==> src/pkg/mad_pkg.sv <==
// shared constants and ball helpers for the multiplexed address link
package mad_pkg;
	// link widths and ball vector layout {cs_n, we_n, ref_n, bank, addr}
	localparam int MAD_ADDR_W = 21;
	localparam int MAD_BANK_W = 4;
	localparam int MAD_BALL_W = 28;
	localparam int MAD_BANKS = 16;

	// command codes as {chip_sel_n, write_en_n, refresh_n}
	localparam logic [2:0] MAD_CMD_NOP = 3'h7;
	localparam logic [2:0] MAD_CMD_MRS = 3'h0;
	localparam logic [2:0] MAD_CMD_WRITE = 3'h1;
	localparam logic [2:0] MAD_CMD_AUTO_REFRESH_CMD = 3'h2;
	localparam logic [2:0] MAD_CMD_READ = 3'h3;

	// mode register select on bank_sel[1:0] during a mode set
	localparam logic [1:0] MAD_MR_SEL_ZERO = 2'h0;
	localparam logic [1:0] MAD_MR_SEL_ONE = 2'h1;
	localparam logic [1:0] MAD_MR_SEL_TWO = 2'h2;

	// mode register fields
	localparam int MAD_MR0_MUX_BIT = 9;
	localparam int MAD_MR1_BL_LSB = 3;
	localparam int MAD_MR1_RTT_LSB = 5;
	localparam int MAD_MR1_MB_BIT = 8;
	localparam logic [1:0] MAD_BL_TWO = 2'h0;
	localparam logic [1:0] MAD_BL_FOUR = 2'h1;
	localparam logic [1:0] MAD_BL_EIGHT = 2'h2;
	localparam logic [1:0] MAD_RTT_OFF = 2'h0;
	localparam logic [20:0] MAD_MR_RESET = 21'h000000;
	localparam logic [20:0] MAD_MR_RSVD_MASK = 21'h1ffc00;

	// first part balls carry their own address bit
	localparam logic [20:0] MAD_AX_MASK = 21'h066739;
	// second part: ball index and the address bit it carries
	localparam int MAD_AY_N = 8;
	localparam int MAD_AY_BALL [0:7] = '{3, 4, 8, 9, 13, 14, 17, 18};
	localparam int MAD_AY_BIT [0:7] = '{1, 2, 6, 7, 11, 12, 16, 15};
	localparam int MAD_AY_BALL_A19 = 10;
	localparam int MAD_AY_BALL_A20 = 5;

	// mirrored partner of each ball about the centre column
	localparam logic [4:0] MAD_MIRROR_PARTNER [0:27] = '{
		5'h1b, 5'h03, 5'h04, 5'h01, 5'h02, 5'h14, 5'h08, 5'h09,
		5'h06, 5'h07, 5'h13, 5'h0d, 5'h0e, 5'h0b, 5'h0c, 5'h12,
		5'h11, 5'h10, 5'h0f, 5'h0a, 5'h05, 5'h16, 5'h15, 5'h18,
		5'h17, 5'h1a, 5'h19, 5'h00};

	// timing
	localparam int MAD_CLK_PERIOD_NS = 8;
	localparam int MAD_MODE_SET_DELAY_NS = 100;
	localparam logic [7:0] MAD_MODE_SET_DELAY_CYC = 8'((MAD_MODE_SET_DELAY_NS
		+ MAD_CLK_PERIOD_NS - 1) / MAD_CLK_PERIOD_NS);
	localparam int MAD_FOUR_ACT_WINDOW_NS = 80;
	localparam logic [7:0] MAD_FOUR_ACT_WINDOW_CYC = 8'((MAD_FOUR_ACT_WINDOW_NS
		+ MAD_CLK_PERIOD_NS - 1) / MAD_CLK_PERIOD_NS);
	localparam logic [1:0] MAD_MULTIBANK_SPACING_CYC = 2'h2;
	localparam logic [4:0] MAD_MAX_REFRESH_BANKS = 5'h04;
	localparam logic [4:0] MAD_MMD_FREE_BANKS = 5'h02;

	// swap balls with their mirror partners when the strap is high
	function automatic logic [27:0] mad_mirror(input logic [27:0] b,
		input logic m);
		logic [27:0] r;
		r = b;
		if (m) begin
			for (int i = 0; i < MAD_BALL_W; i++) begin
				r[i] = b[MAD_MIRROR_PARTNER[i]];
			end
		end
		return r;
	endfunction : mad_mirror
endpackage : mad_pkg

==> src/pkg/mad_link_if.sv <==
// command and address balls between controller and memory
`timescale 1ns/1ns
`default_nettype none

interface mad_link_if;
	logic chip_sel_n;
	logic write_en_n;
	logic refresh_n;
	logic [3:0] bank_sel;
	logic [20:0] addr_ball;

	modport ctrl (
		output chip_sel_n,
		output write_en_n,
		output refresh_n,
		output bank_sel,
		output addr_ball
	);

	modport dram (
		input chip_sel_n,
		input write_en_n,
		input refresh_n,
		input bank_sel,
		input addr_ball
	);
endinterface : mad_link_if

`default_nettype wire

==> src/hw/mad_dram_end.sv <==
// memory end: command capture, address assembly and mode state
`timescale 1ns/1ns
`default_nettype none

// Summary of operation
// RULE1 - strap high mirrors balls about column seven
// RULE2 - mode set with zero-register bit nine enters muxing
// RULE3 - controller waits mode-set delay after switching
// RULE4 - controller rewrites zero register keeping bit nine
// RULE5 - muxed mode writes arrive in two parts
// RULE6 - mode sets drive bank bits 2,3 low
// RULE7 - no burst of eight on wide part
// RULE8 - wide part address split across two parts
// RULE9 - narrow part adds bits twenty and nineteen
// RULE10 - latency starts at the second address part
// RULE11 - row cycle starts at command edge
// RULE12 - refresh executes on the following edge
// RULE13 - bank refresh allows next command next clock
// RULE14 - multibank refresh blocks next command two clocks
// RULE15 - multibank refresh obeys window and spacing limits
// RULE16 - address lines select banks only for multibank
// RULE17 - bank lines used only for bank refresh
// RULE18 - termination follows register one after register two
// RULE19 - address bits pick banks, four at most
// RULE20 - capture both parts on consecutive edges
module mad_dram_end #(
	parameter bit IS_X36 = 1'b0
) (
	input wire logic core_clk,
	input wire logic rst_b,
	mad_link_if.dram link,
	input wire logic ball_mirror_strap,
	output logic exec_valid,
	output logic [2:0] exec_cmd,
	output logic [20:0] exec_addr,
	output logic [3:0] exec_bank,
	output logic [15:0] refresh_mask,
	output logic refresh_err,
	output logic lat_start,
	output logic row_start,
	output logic [3:0] row_bank,
	output logic muxed_mode,
	output logic [1:0] burst_len,
	output logic rtt_on,
	output logic [1:0] rtt_sel
);
	typedef enum logic [1:0] {
		MAD_PH_CMD = 2'b01,
		MAD_PH_SECOND = 2'b10
	} mad_phase_t;

	logic strap_meta_q;
	logic strap_q;
	logic [27:0] pins;
	logic [2:0] cmd;
	logic [3:0] ba;
	logic [20:0] ab;
	logic issue;
	logic multibank;
	logic bank_ref;
	mad_phase_t phase_q;
	mad_phase_t phase_d;
	logic pend_bref_q;
	logic [2:0] held_cmd_q;
	logic [20:0] held_ax_q;
	logic [3:0] held_ba_q;
	logic muxed_q;
	logic mr2_done_q;
	logic [20:0] mr0_q;
	logic [20:0] mr1_q;
	logic [20:0] mr2_q;
	logic [1:0] burst;
	logic go;
	logic [2:0] ecmd;
	logic [20:0] eaddr;
	logic [3:0] eba;
	logic [15:0] mask;
	logic exec_valid_q;
	logic [2:0] exec_cmd_q;
	logic [20:0] exec_addr_q;
	logic [3:0] exec_bank_q;
	logic [15:0] refresh_mask_q;
	logic refresh_err_q;
	logic lat_start_q;
	logic row_start_q;
	logic [3:0] row_bank_q;
	logic rtt_on_q;
	logic [1:0] rtt_sel_q;

	// rebuild the full address from both captured parts
	function automatic logic [20:0] join_parts(input logic [20:0] ax,
		input logic [20:0] ay, input logic [1:0] bl);
		logic [20:0] r;
		r = ax & mad_pkg::MAD_AX_MASK; // [RULE8]
		for (int i = 0; i < mad_pkg::MAD_AY_N; i++) begin
			r[mad_pkg::MAD_AY_BIT[i]] = ay[mad_pkg::MAD_AY_BALL[i]]; // [RULE8]
		end
		if (bl == mad_pkg::MAD_BL_TWO
			|| (!IS_X36 && bl == mad_pkg::MAD_BL_FOUR)) begin
			r[19] = ay[mad_pkg::MAD_AY_BALL_A19]; // [RULE8] [RULE9]
		end
		if (!IS_X36 && bl == mad_pkg::MAD_BL_TWO) begin
			r[20] = ay[mad_pkg::MAD_AY_BALL_A20]; // [RULE9]
		end
		return r;
	endfunction : join_parts

	// two-flop capture of the mirror strap, a board level
	always_ff @(posedge core_clk) begin
		if (!rst_b) begin
			strap_meta_q <= 1'b0;
			strap_q <= 1'b0;
		end else begin
			strap_meta_q <= ball_mirror_strap;
			strap_q <= strap_meta_q;
		end
	end

	// undo the mirrored ball placement before decoding
	assign pins = mad_pkg::mad_mirror({link.chip_sel_n, link.write_en_n,
		link.refresh_n, link.bank_sel, link.addr_ball}, strap_q); // [RULE1]
	assign cmd = pins[27:25];
	assign ba = pins[24:21];
	assign ab = pins[20:0];

	// command decode; second-part cycles carry no command
	assign issue = (phase_q == MAD_PH_CMD) && !cmd[2];
	assign multibank = mr1_q[mad_pkg::MAD_MR1_MB_BIT];
	assign bank_ref = (cmd == mad_pkg::MAD_CMD_AUTO_REFRESH_CMD) && !multibank;
	assign burst = mr1_q[mad_pkg::MAD_MR1_BL_LSB +: 2];

	// bank refresh needs no second part, so a new command may follow
	always_comb begin
		phase_d = MAD_PH_CMD;
		if (issue && muxed_q && !bank_ref) begin
			phase_d = MAD_PH_SECOND; // [RULE5] [RULE13] [RULE14]
		end
	end

	// phase and captured first part
	always_ff @(posedge core_clk) begin
		if (!rst_b) begin
			phase_q <= MAD_PH_CMD;
			pend_bref_q <= 1'b0;
			held_cmd_q <= mad_pkg::MAD_CMD_NOP;
			held_ax_q <= 21'h000000;
			held_ba_q <= 4'h0;
		end else begin
			phase_q <= phase_d;
			pend_bref_q <= issue && muxed_q && bank_ref; // [RULE12]
			if (issue && muxed_q) begin
				held_cmd_q <= cmd; // [RULE20]
				held_ax_q <= ab; // [RULE20]
				held_ba_q <= ba;
			end
		end
	end

	// pick what executes on this edge
	always_comb begin
		go = 1'b0;
		ecmd = cmd;
		eaddr = ab;
		eba = ba;
		if (phase_q == MAD_PH_SECOND) begin
			go = 1'b1; // [RULE20] [RULE12]
			ecmd = held_cmd_q;
			eaddr = join_parts(held_ax_q, ab, burst); // [RULE5]
			eba = held_ba_q;
		end else if (pend_bref_q) begin
			go = 1'b1; // [RULE12]
			ecmd = mad_pkg::MAD_CMD_AUTO_REFRESH_CMD;
			eaddr = 21'h000000;
			eba = held_ba_q;
		end else if (issue && !muxed_q) begin
			go = 1'b1;
		end
	end

	// banks chosen by a refresh
	always_comb begin
		mask = 16'h0000;
		if (multibank) begin
			mask = eaddr[15:0]; // [RULE16] [RULE19]
		end else begin
			mask[eba] = 1'b1; // [RULE17]
		end
	end

	// mode registers and address mode
	always_ff @(posedge core_clk) begin
		if (!rst_b) begin
			mr0_q <= mad_pkg::MAD_MR_RESET;
			mr1_q <= mad_pkg::MAD_MR_RESET;
			mr2_q <= mad_pkg::MAD_MR_RESET;
			muxed_q <= 1'b0;
			mr2_done_q <= 1'b0;
		end else if (go && ecmd == mad_pkg::MAD_CMD_MRS) begin
			unique case (eba[1:0])
				mad_pkg::MAD_MR_SEL_ZERO: begin
					mr0_q <= eaddr;
					muxed_q <= eaddr[mad_pkg::MAD_MR0_MUX_BIT]; // [RULE2]
				end
				mad_pkg::MAD_MR_SEL_ONE: begin
					mr1_q <= eaddr;
				end
				mad_pkg::MAD_MR_SEL_TWO: begin
					mr2_q <= eaddr;
					mr2_done_q <= 1'b1; // [RULE18]
				end
				default: begin
					mr2_done_q <= mr2_done_q;
				end
			endcase
		end
	end

	// executed command, latency and refresh reporting
	always_ff @(posedge core_clk) begin
		if (!rst_b) begin
			exec_valid_q <= 1'b0;
			exec_cmd_q <= mad_pkg::MAD_CMD_NOP;
			exec_addr_q <= 21'h000000;
			exec_bank_q <= 4'h0;
			refresh_mask_q <= 16'h0000;
			refresh_err_q <= 1'b0;
			lat_start_q <= 1'b0;
		end else begin
			exec_valid_q <= go;
			exec_cmd_q <= go ? ecmd : mad_pkg::MAD_CMD_NOP;
			exec_addr_q <= eaddr;
			exec_bank_q <= eba;
			refresh_mask_q <= (go && ecmd == mad_pkg::MAD_CMD_AUTO_REFRESH_CMD)
				? mask : 16'h0000; // [RULE12]
			refresh_err_q <= go && ecmd == mad_pkg::MAD_CMD_AUTO_REFRESH_CMD && multibank
				&& (5'($countones(mask)) > mad_pkg::MAD_MAX_REFRESH_BANKS); // [RULE19]
			lat_start_q <= go && (ecmd == mad_pkg::MAD_CMD_READ
				|| ecmd == mad_pkg::MAD_CMD_WRITE); // [RULE10]
		end
	end

	// row cycle reference is the command edge in both modes
	always_ff @(posedge core_clk) begin
		if (!rst_b) begin
			row_start_q <= 1'b0;
			row_bank_q <= 4'h0;
		end else begin
			row_start_q <= issue && cmd != mad_pkg::MAD_CMD_MRS; // [RULE11]
			row_bank_q <= ba;
		end
	end

	// termination stays off until register two has been written
	always_ff @(posedge core_clk) begin
		if (!rst_b) begin
			rtt_on_q <= 1'b0;
			rtt_sel_q <= mad_pkg::MAD_RTT_OFF;
		end else begin
			rtt_on_q <= mr2_done_q && (mr1_q[mad_pkg::MAD_MR1_RTT_LSB +: 2]
				!= mad_pkg::MAD_RTT_OFF); // [RULE18]
			rtt_sel_q <= mr1_q[mad_pkg::MAD_MR1_RTT_LSB +: 2];
		end
	end

	assign exec_valid = exec_valid_q;
	assign exec_cmd = exec_cmd_q;
	assign exec_addr = exec_addr_q;
	assign exec_bank = exec_bank_q;
	assign refresh_mask = refresh_mask_q;
	assign refresh_err = refresh_err_q;
	assign lat_start = lat_start_q;
	assign row_start = row_start_q;
	assign row_bank = row_bank_q;
	assign muxed_mode = muxed_q;
	assign burst_len = burst;
	assign rtt_on = rtt_on_q;
	assign rtt_sel = rtt_sel_q;
endmodule : mad_dram_end

`default_nettype wire

==> src/flat_wrapper.sv <==
// flat-port wrapper written by rule: the top's interface ports become plain ports
module mad_dram_end_flat 
#(
	parameter bit IS_X36 = 1'b0
)
  (core_clk, rst_b, ball_mirror_strap, exec_valid, exec_cmd, exec_addr, exec_bank, refresh_mask, refresh_err, lat_start, row_start, row_bank, muxed_mode, burst_len, rtt_on, rtt_sel, link_chip_sel_n, link_write_en_n, link_refresh_n, link_bank_sel, link_addr_ball);
  mad_link_if link_i ();
  input wire logic core_clk;
  input wire logic rst_b;
  input wire logic ball_mirror_strap;
  output logic exec_valid;
  output logic [2:0] exec_cmd;
  output logic [20:0] exec_addr;
  output logic [3:0] exec_bank;
  output logic [15:0] refresh_mask;
  output logic refresh_err;
  output logic lat_start;
  output logic row_start;
  output logic [3:0] row_bank;
  output logic muxed_mode;
  output logic [1:0] burst_len;
  output logic rtt_on;
  output logic [1:0] rtt_sel;
  input wire logic [$bits(link_i.chip_sel_n)-1:0] link_chip_sel_n;
  input wire logic [$bits(link_i.write_en_n)-1:0] link_write_en_n;
  input wire logic [$bits(link_i.refresh_n)-1:0] link_refresh_n;
  input wire logic [$bits(link_i.bank_sel)-1:0] link_bank_sel;
  input wire logic [$bits(link_i.addr_ball)-1:0] link_addr_ball;
  assign link_i.chip_sel_n = link_chip_sel_n;
  assign link_i.write_en_n = link_write_en_n;
  assign link_i.refresh_n = link_refresh_n;
  assign link_i.bank_sel = link_bank_sel;
  assign link_i.addr_ball = link_addr_ball;
  mad_dram_end #(.IS_X36(IS_X36)) u_core (.core_clk(core_clk), .rst_b(rst_b), .link(link_i), .ball_mirror_strap(ball_mirror_strap), .exec_valid(exec_valid), .exec_cmd(exec_cmd), .exec_addr(exec_addr), .exec_bank(exec_bank), .refresh_mask(refresh_mask), .refresh_err(refresh_err), .lat_start(lat_start), .row_start(row_start), .row_bank(row_bank), .muxed_mode(muxed_mode), .burst_len(burst_len), .rtt_on(rtt_on), .rtt_sel(rtt_sel));
endmodule
==> config.mk <==
export PLATFORM = sky130hd
export DESIGN_NAME = mad_dram_end_flat
export DESIGN_NICKNAME = d
export VERILOG_FILES = /design/src/pkg/mad_pkg.sv /design/src/pkg/mad_link_if.sv /design/src/hw/mad_dram_end.sv /design/src/flat_wrapper.sv
export SDC_FILE = /design/constraint.sdc
export NUM_CORES = 1
export LEC_CHECK = 0
export BUFFER_PORTS_ARGS = -buffer_cell sky130_fd_sc_hd__buf_2
export CORE_MARGIN = 2
export CORE_UTILIZATION = 36
export CTS_BUF_LIST = sky130_fd_sc_hd__clkbuf_8 sky130_fd_sc_hd__clkbuf_16
export CTS_CLUSTER_SIZE = 20
export DETAILED_ROUTE_END_ITERATION = 8
export GPL_TIMING_DRIVEN = 0
export PLACE_DENSITY = 0.57
export SLEW_MARGIN = 15
export SYNTH_ARGS = -nofsm -noshare
export SYNTH_HDL_FRONTEND = slang
export SYNTH_SLANG_ARGS = --single-unit
==> constraint.sdc <==
create_clock -name core_clk -period 10.82 [get_ports core_clk]
set_input_delay 1.082 -clock core_clk [delete_from_list [all_inputs] [get_ports core_clk]]
set_output_delay 1.082 -clock core_clk [all_outputs]
set_load 0.01 [all_outputs]
==> impl_metrics.env <==
export IMPL_slew_headroom=0.511
export IMPL_track_usage=0.201
export IMPL_maxCapViolCount=0
export IMPL_core_area_um2=11300
export IMPL_regToRegSetupSlack_ns=4.45
export IMPL_antenna_cells=0
export IMPL_cts_clk_slew_worst_paths_ns=0.06
export IMPL_start_util=0.366
export IMPL_vias=3757
export IMPL_period_share=0.589
export IMPL_cts_root_buf="clkbuf_16"
export IMPL_ir_drop_mv=0.0729
export IMPL_holdPathStages=1
export IMPL_areaGrowthSynthToFinish_pct=21.6
export IMPL_syn_avg_cell_area_um2=8.96
export IMPL_worst_slack_ns=4.45
export IMPL_cp_cell_sequence="clkbuf_1 -> nand2b_1 -> clkbuf_1 -> clkbuf_1 -> buf_1 -> o21ai_0 -> o211ai_1 -> nand2_1 -> ha_1 -> inv_1 -> fa_1 -> inv_1 -> fa_1 -> fa_1 -> fa_1 -> ha_1 -> inv_1 -> fa_1 -> a2111oi_0 -> a21oi_1 -> nor3_1 -> nor3_1"
export IMPL_synthCells=463
export IMPL_layout_common_cells="89 x buf_2, 85 x dfxtp_1, 45 x nand2_1"
export IMPL_ys_flop_type="dfxtp_1"
export IMPL_firstDrtPassIters=4
export IMPL_io_buffers=88
export IMPL_rr_startpoint="u_core.phase_q[0]"
export IMPL_finalCoreUtilization=0.445
export IMPL_power_density_nw_per_um2=139
export IMPL_slowest_stage="fa_1"
export IMPL_synth_top_area_cell="dfxtp_1"
export IMPL_cts_tree="yes"
export IMPL_cts_buffers=9
export IMPL_synth_edf_count=0
export IMPL_cpMostUsedCell="fa_1"
export IMPL_drc=0
export IMPL_p_leak_nw=2.27
export IMPL_hold_buffers=0
export IMPL_grt_pass1_wl_um=19400
export IMPL_ios=89
export IMPL_fp_row_count=39
export IMPL_async_reset_ff_frac=0
export IMPL_reg2reg_to="u_core.refresh_err"
export IMPL_hpwl_um=9280
export IMPL_crit_required_ns=11.03
export IMPL_wl_um=12300
export IMPL_cts_resized=0
export IMPL_crit_path_start_kind="flip-flop"
export IMPL_insertion_delay_ns=0.34
export IMPL_min_period_ns=6.37
export IMPL_dpl_worst_slack_ns=4.55
export IMPL_clock_sinks=85
export IMPL_die_h_um=111
export IMPL_clock_skew_ns=0.00731
export IMPL_synth_seq_cells=85
export IMPL_die_area_um2=12400
export IMPL_rsz0062_at_grt="false"
export IMPL_hold_path_class="reg2reg"
export IMPL_avgRoutedWirePerCell_um=17.3
export IMPL_ant_nets=0
export IMPL_antenna_found_initial=0
export IMPL_setup_worst_path_end_class="flip-flop"
export IMPL_drtIter0Drc=201
export IMPL_place_gp_congestion=0.888
export IMPL_fin_tns_setup_ns=0
export IMPL_netlist_top_cells_area="dfxtp_1 41%, fa_1 5.3%, a211oi_1 4.2%, nand2_1 4.1%, ha_1 3.9%"
export IMPL_dieWidth_um=111
export IMPL_reg2reg_depth=22
export IMPL_drv_slew=0
export IMPL_drive_above_1_share=0.213
export IMPL_hp_start="u_core.strap_meta_q"
export IMPL_fmax_mhz=157
export IMPL_arrival_ns=6.58
export IMPL_cp_slowest_stage_delay_ns=0.55
export IMPL_synth_warnings=0
export IMPL_grt_pass1_vias=3609
export IMPL_yosysTopAreaCellShare=0.410
export IMPL_crit_fanout=10
export IMPL_cts_setup_buffers=0
export IMPL_worst_pin_slew_ns=0.731
export IMPL_htree_levels=3
export IMPL_netlist_area_um2=4150
export IMPL_worst_setup_path_type="reg2reg"
export IMPL_clock_path_buffers=2
export IMPL_syn_nets=518
export IMPL_viasPerCell=5.29
export IMPL_overflow=0
export IMPL_min_to="u_core.strap_q"
export IMPL_seq_area_frac_synth=0.410
export IMPL_setup_viol=0
export IMPL_layout_commonest_cell="buf_2"
export IMPL_ys_types=52
export IMPL_nNetsFinal=617
export IMPL_finalHoldViolCount=0
export IMPL_outcome="finished, final reports clean"
export IMPL_grt_max_degree=16
==> final cells by class <==
type	count	area, um^2
clock buffers	9	225
well taps	143	179
flip-flops and latches	85	1700
inverters	31	116
plain buffers	33	148
clock inverters	7	50.0
multi-input cells	314	2180
repair buffers	88	440
fillers	1150	6280
==> cell families (layout without fill, tap and decap cells) <==
group	count (synthesis)	count (layout)	share of synthesized area
AO/OA/AOI/OAI	107	107	0.181
AND/OR/NAND/NOR	162	162	0.197
multiplexers	21	21	0.0558
adder cells (fa/ha/maj)	24	24	0.0923
buffers and inverters	64	168	0.0636
flip-flops	85	85	0.410
==> through the flow <==
step	total power, W	instances	hold slack [ns]	instance area [um^2]
floorplan	0.000385	463	0.412	4150
global placement	0.000418	694	0.415	4770
detailed placement	0.000420	694	0.424	4770
CTS	0.000706	710	0.438	5040
global route	0.000732	710	0.453	5040
finish	0.000699	710	0.437	5040
==> power breakdown <==
part / switching (W) / total (W) / leakage [nW] / internal (W)
clock network: 0.000130 / 0.000287 / 0.134 / 0.000156
logic: 0.0000525 / 0.0000870 / 1.44 / 0.0000345
registers: 0.00000292 / 0.000326 / 0.695 / 0.000323
total: 0.000186 / 0.000699 / 2.27 / 0.000513
==> cell usage after synthesis (5+ instances only) <==
cell / number
nand3b_1: 6
dfxtp_1: 85
a221oi_1: 6
nand2_1: 45
nand3_1: 6
fa_1: 11
o211ai_1: 5
clkbuf_1: 26
a211oi_1: 23
mux2i_1: 16
or3_1: 9
o211a_1: 5
nor3_1: 13
inv_1: 30
o21ai_0: 20
nor2_1: 40
and2_1: 19
a31oi_1: 7
ha_1: 13
a21oi_1: 15
==> layer usage <==
layer / vias to the layer above / global-route usage / part of all wire
li1: 1833 / - / -
met1: 1796 / 0.278 / 0.47
met2: 116 / 0.319 / 0.46
met3: 12 / 0.0386 / 0.057
met4: 0 / 0.0675 / 0.016
met5: - / 0 / 0
==> worst max-delay path: cells and delay by family, from the launching register on <==
kind / cells / cell delay (ns)
fa+ha+maj: 7 / 2.79
buf+inv: 7 / 1.68
compound gates: 4 / 0.77
simple gates: 4 / 0.66
flops: 1 / 0.32
==> sequential cells by signal, indices dropped and copies added, names as in the netlist, 2 cells and up <==
name	flops
u_core.exec_addr	21
u_core.exec_bank	4
u_core.exec_cmd	3
u_core.held_ax_q	11
u_core.held_ba_q	4
u_core.held_cmd_q	3
u_core.mr1_q	5
u_core.phase_q	2
u_core.refresh_mask	16
u_core.row_bank	4
u_core.rtt_sel	2
==> how the worst max path moves through the flow <==
| stage | startpoint | endpoint |
|---|---|---|
| CTS | u_core.phase_q[0] | u_core.refresh_err |
| global placement | u_core.phase_q[0] | u_core.refresh_err |
| detailed placement | u_core.phase_q[0] | u_core.refresh_err |
| finish | u_core.phase_q[0] | u_core.refresh_err |
| global route | u_core.phase_q[0] | u_core.refresh_err |
| floorplan | link_bank_sel[0] | u_core.refresh_err |
Note: power is estimated with default switching activity, not from simulation.
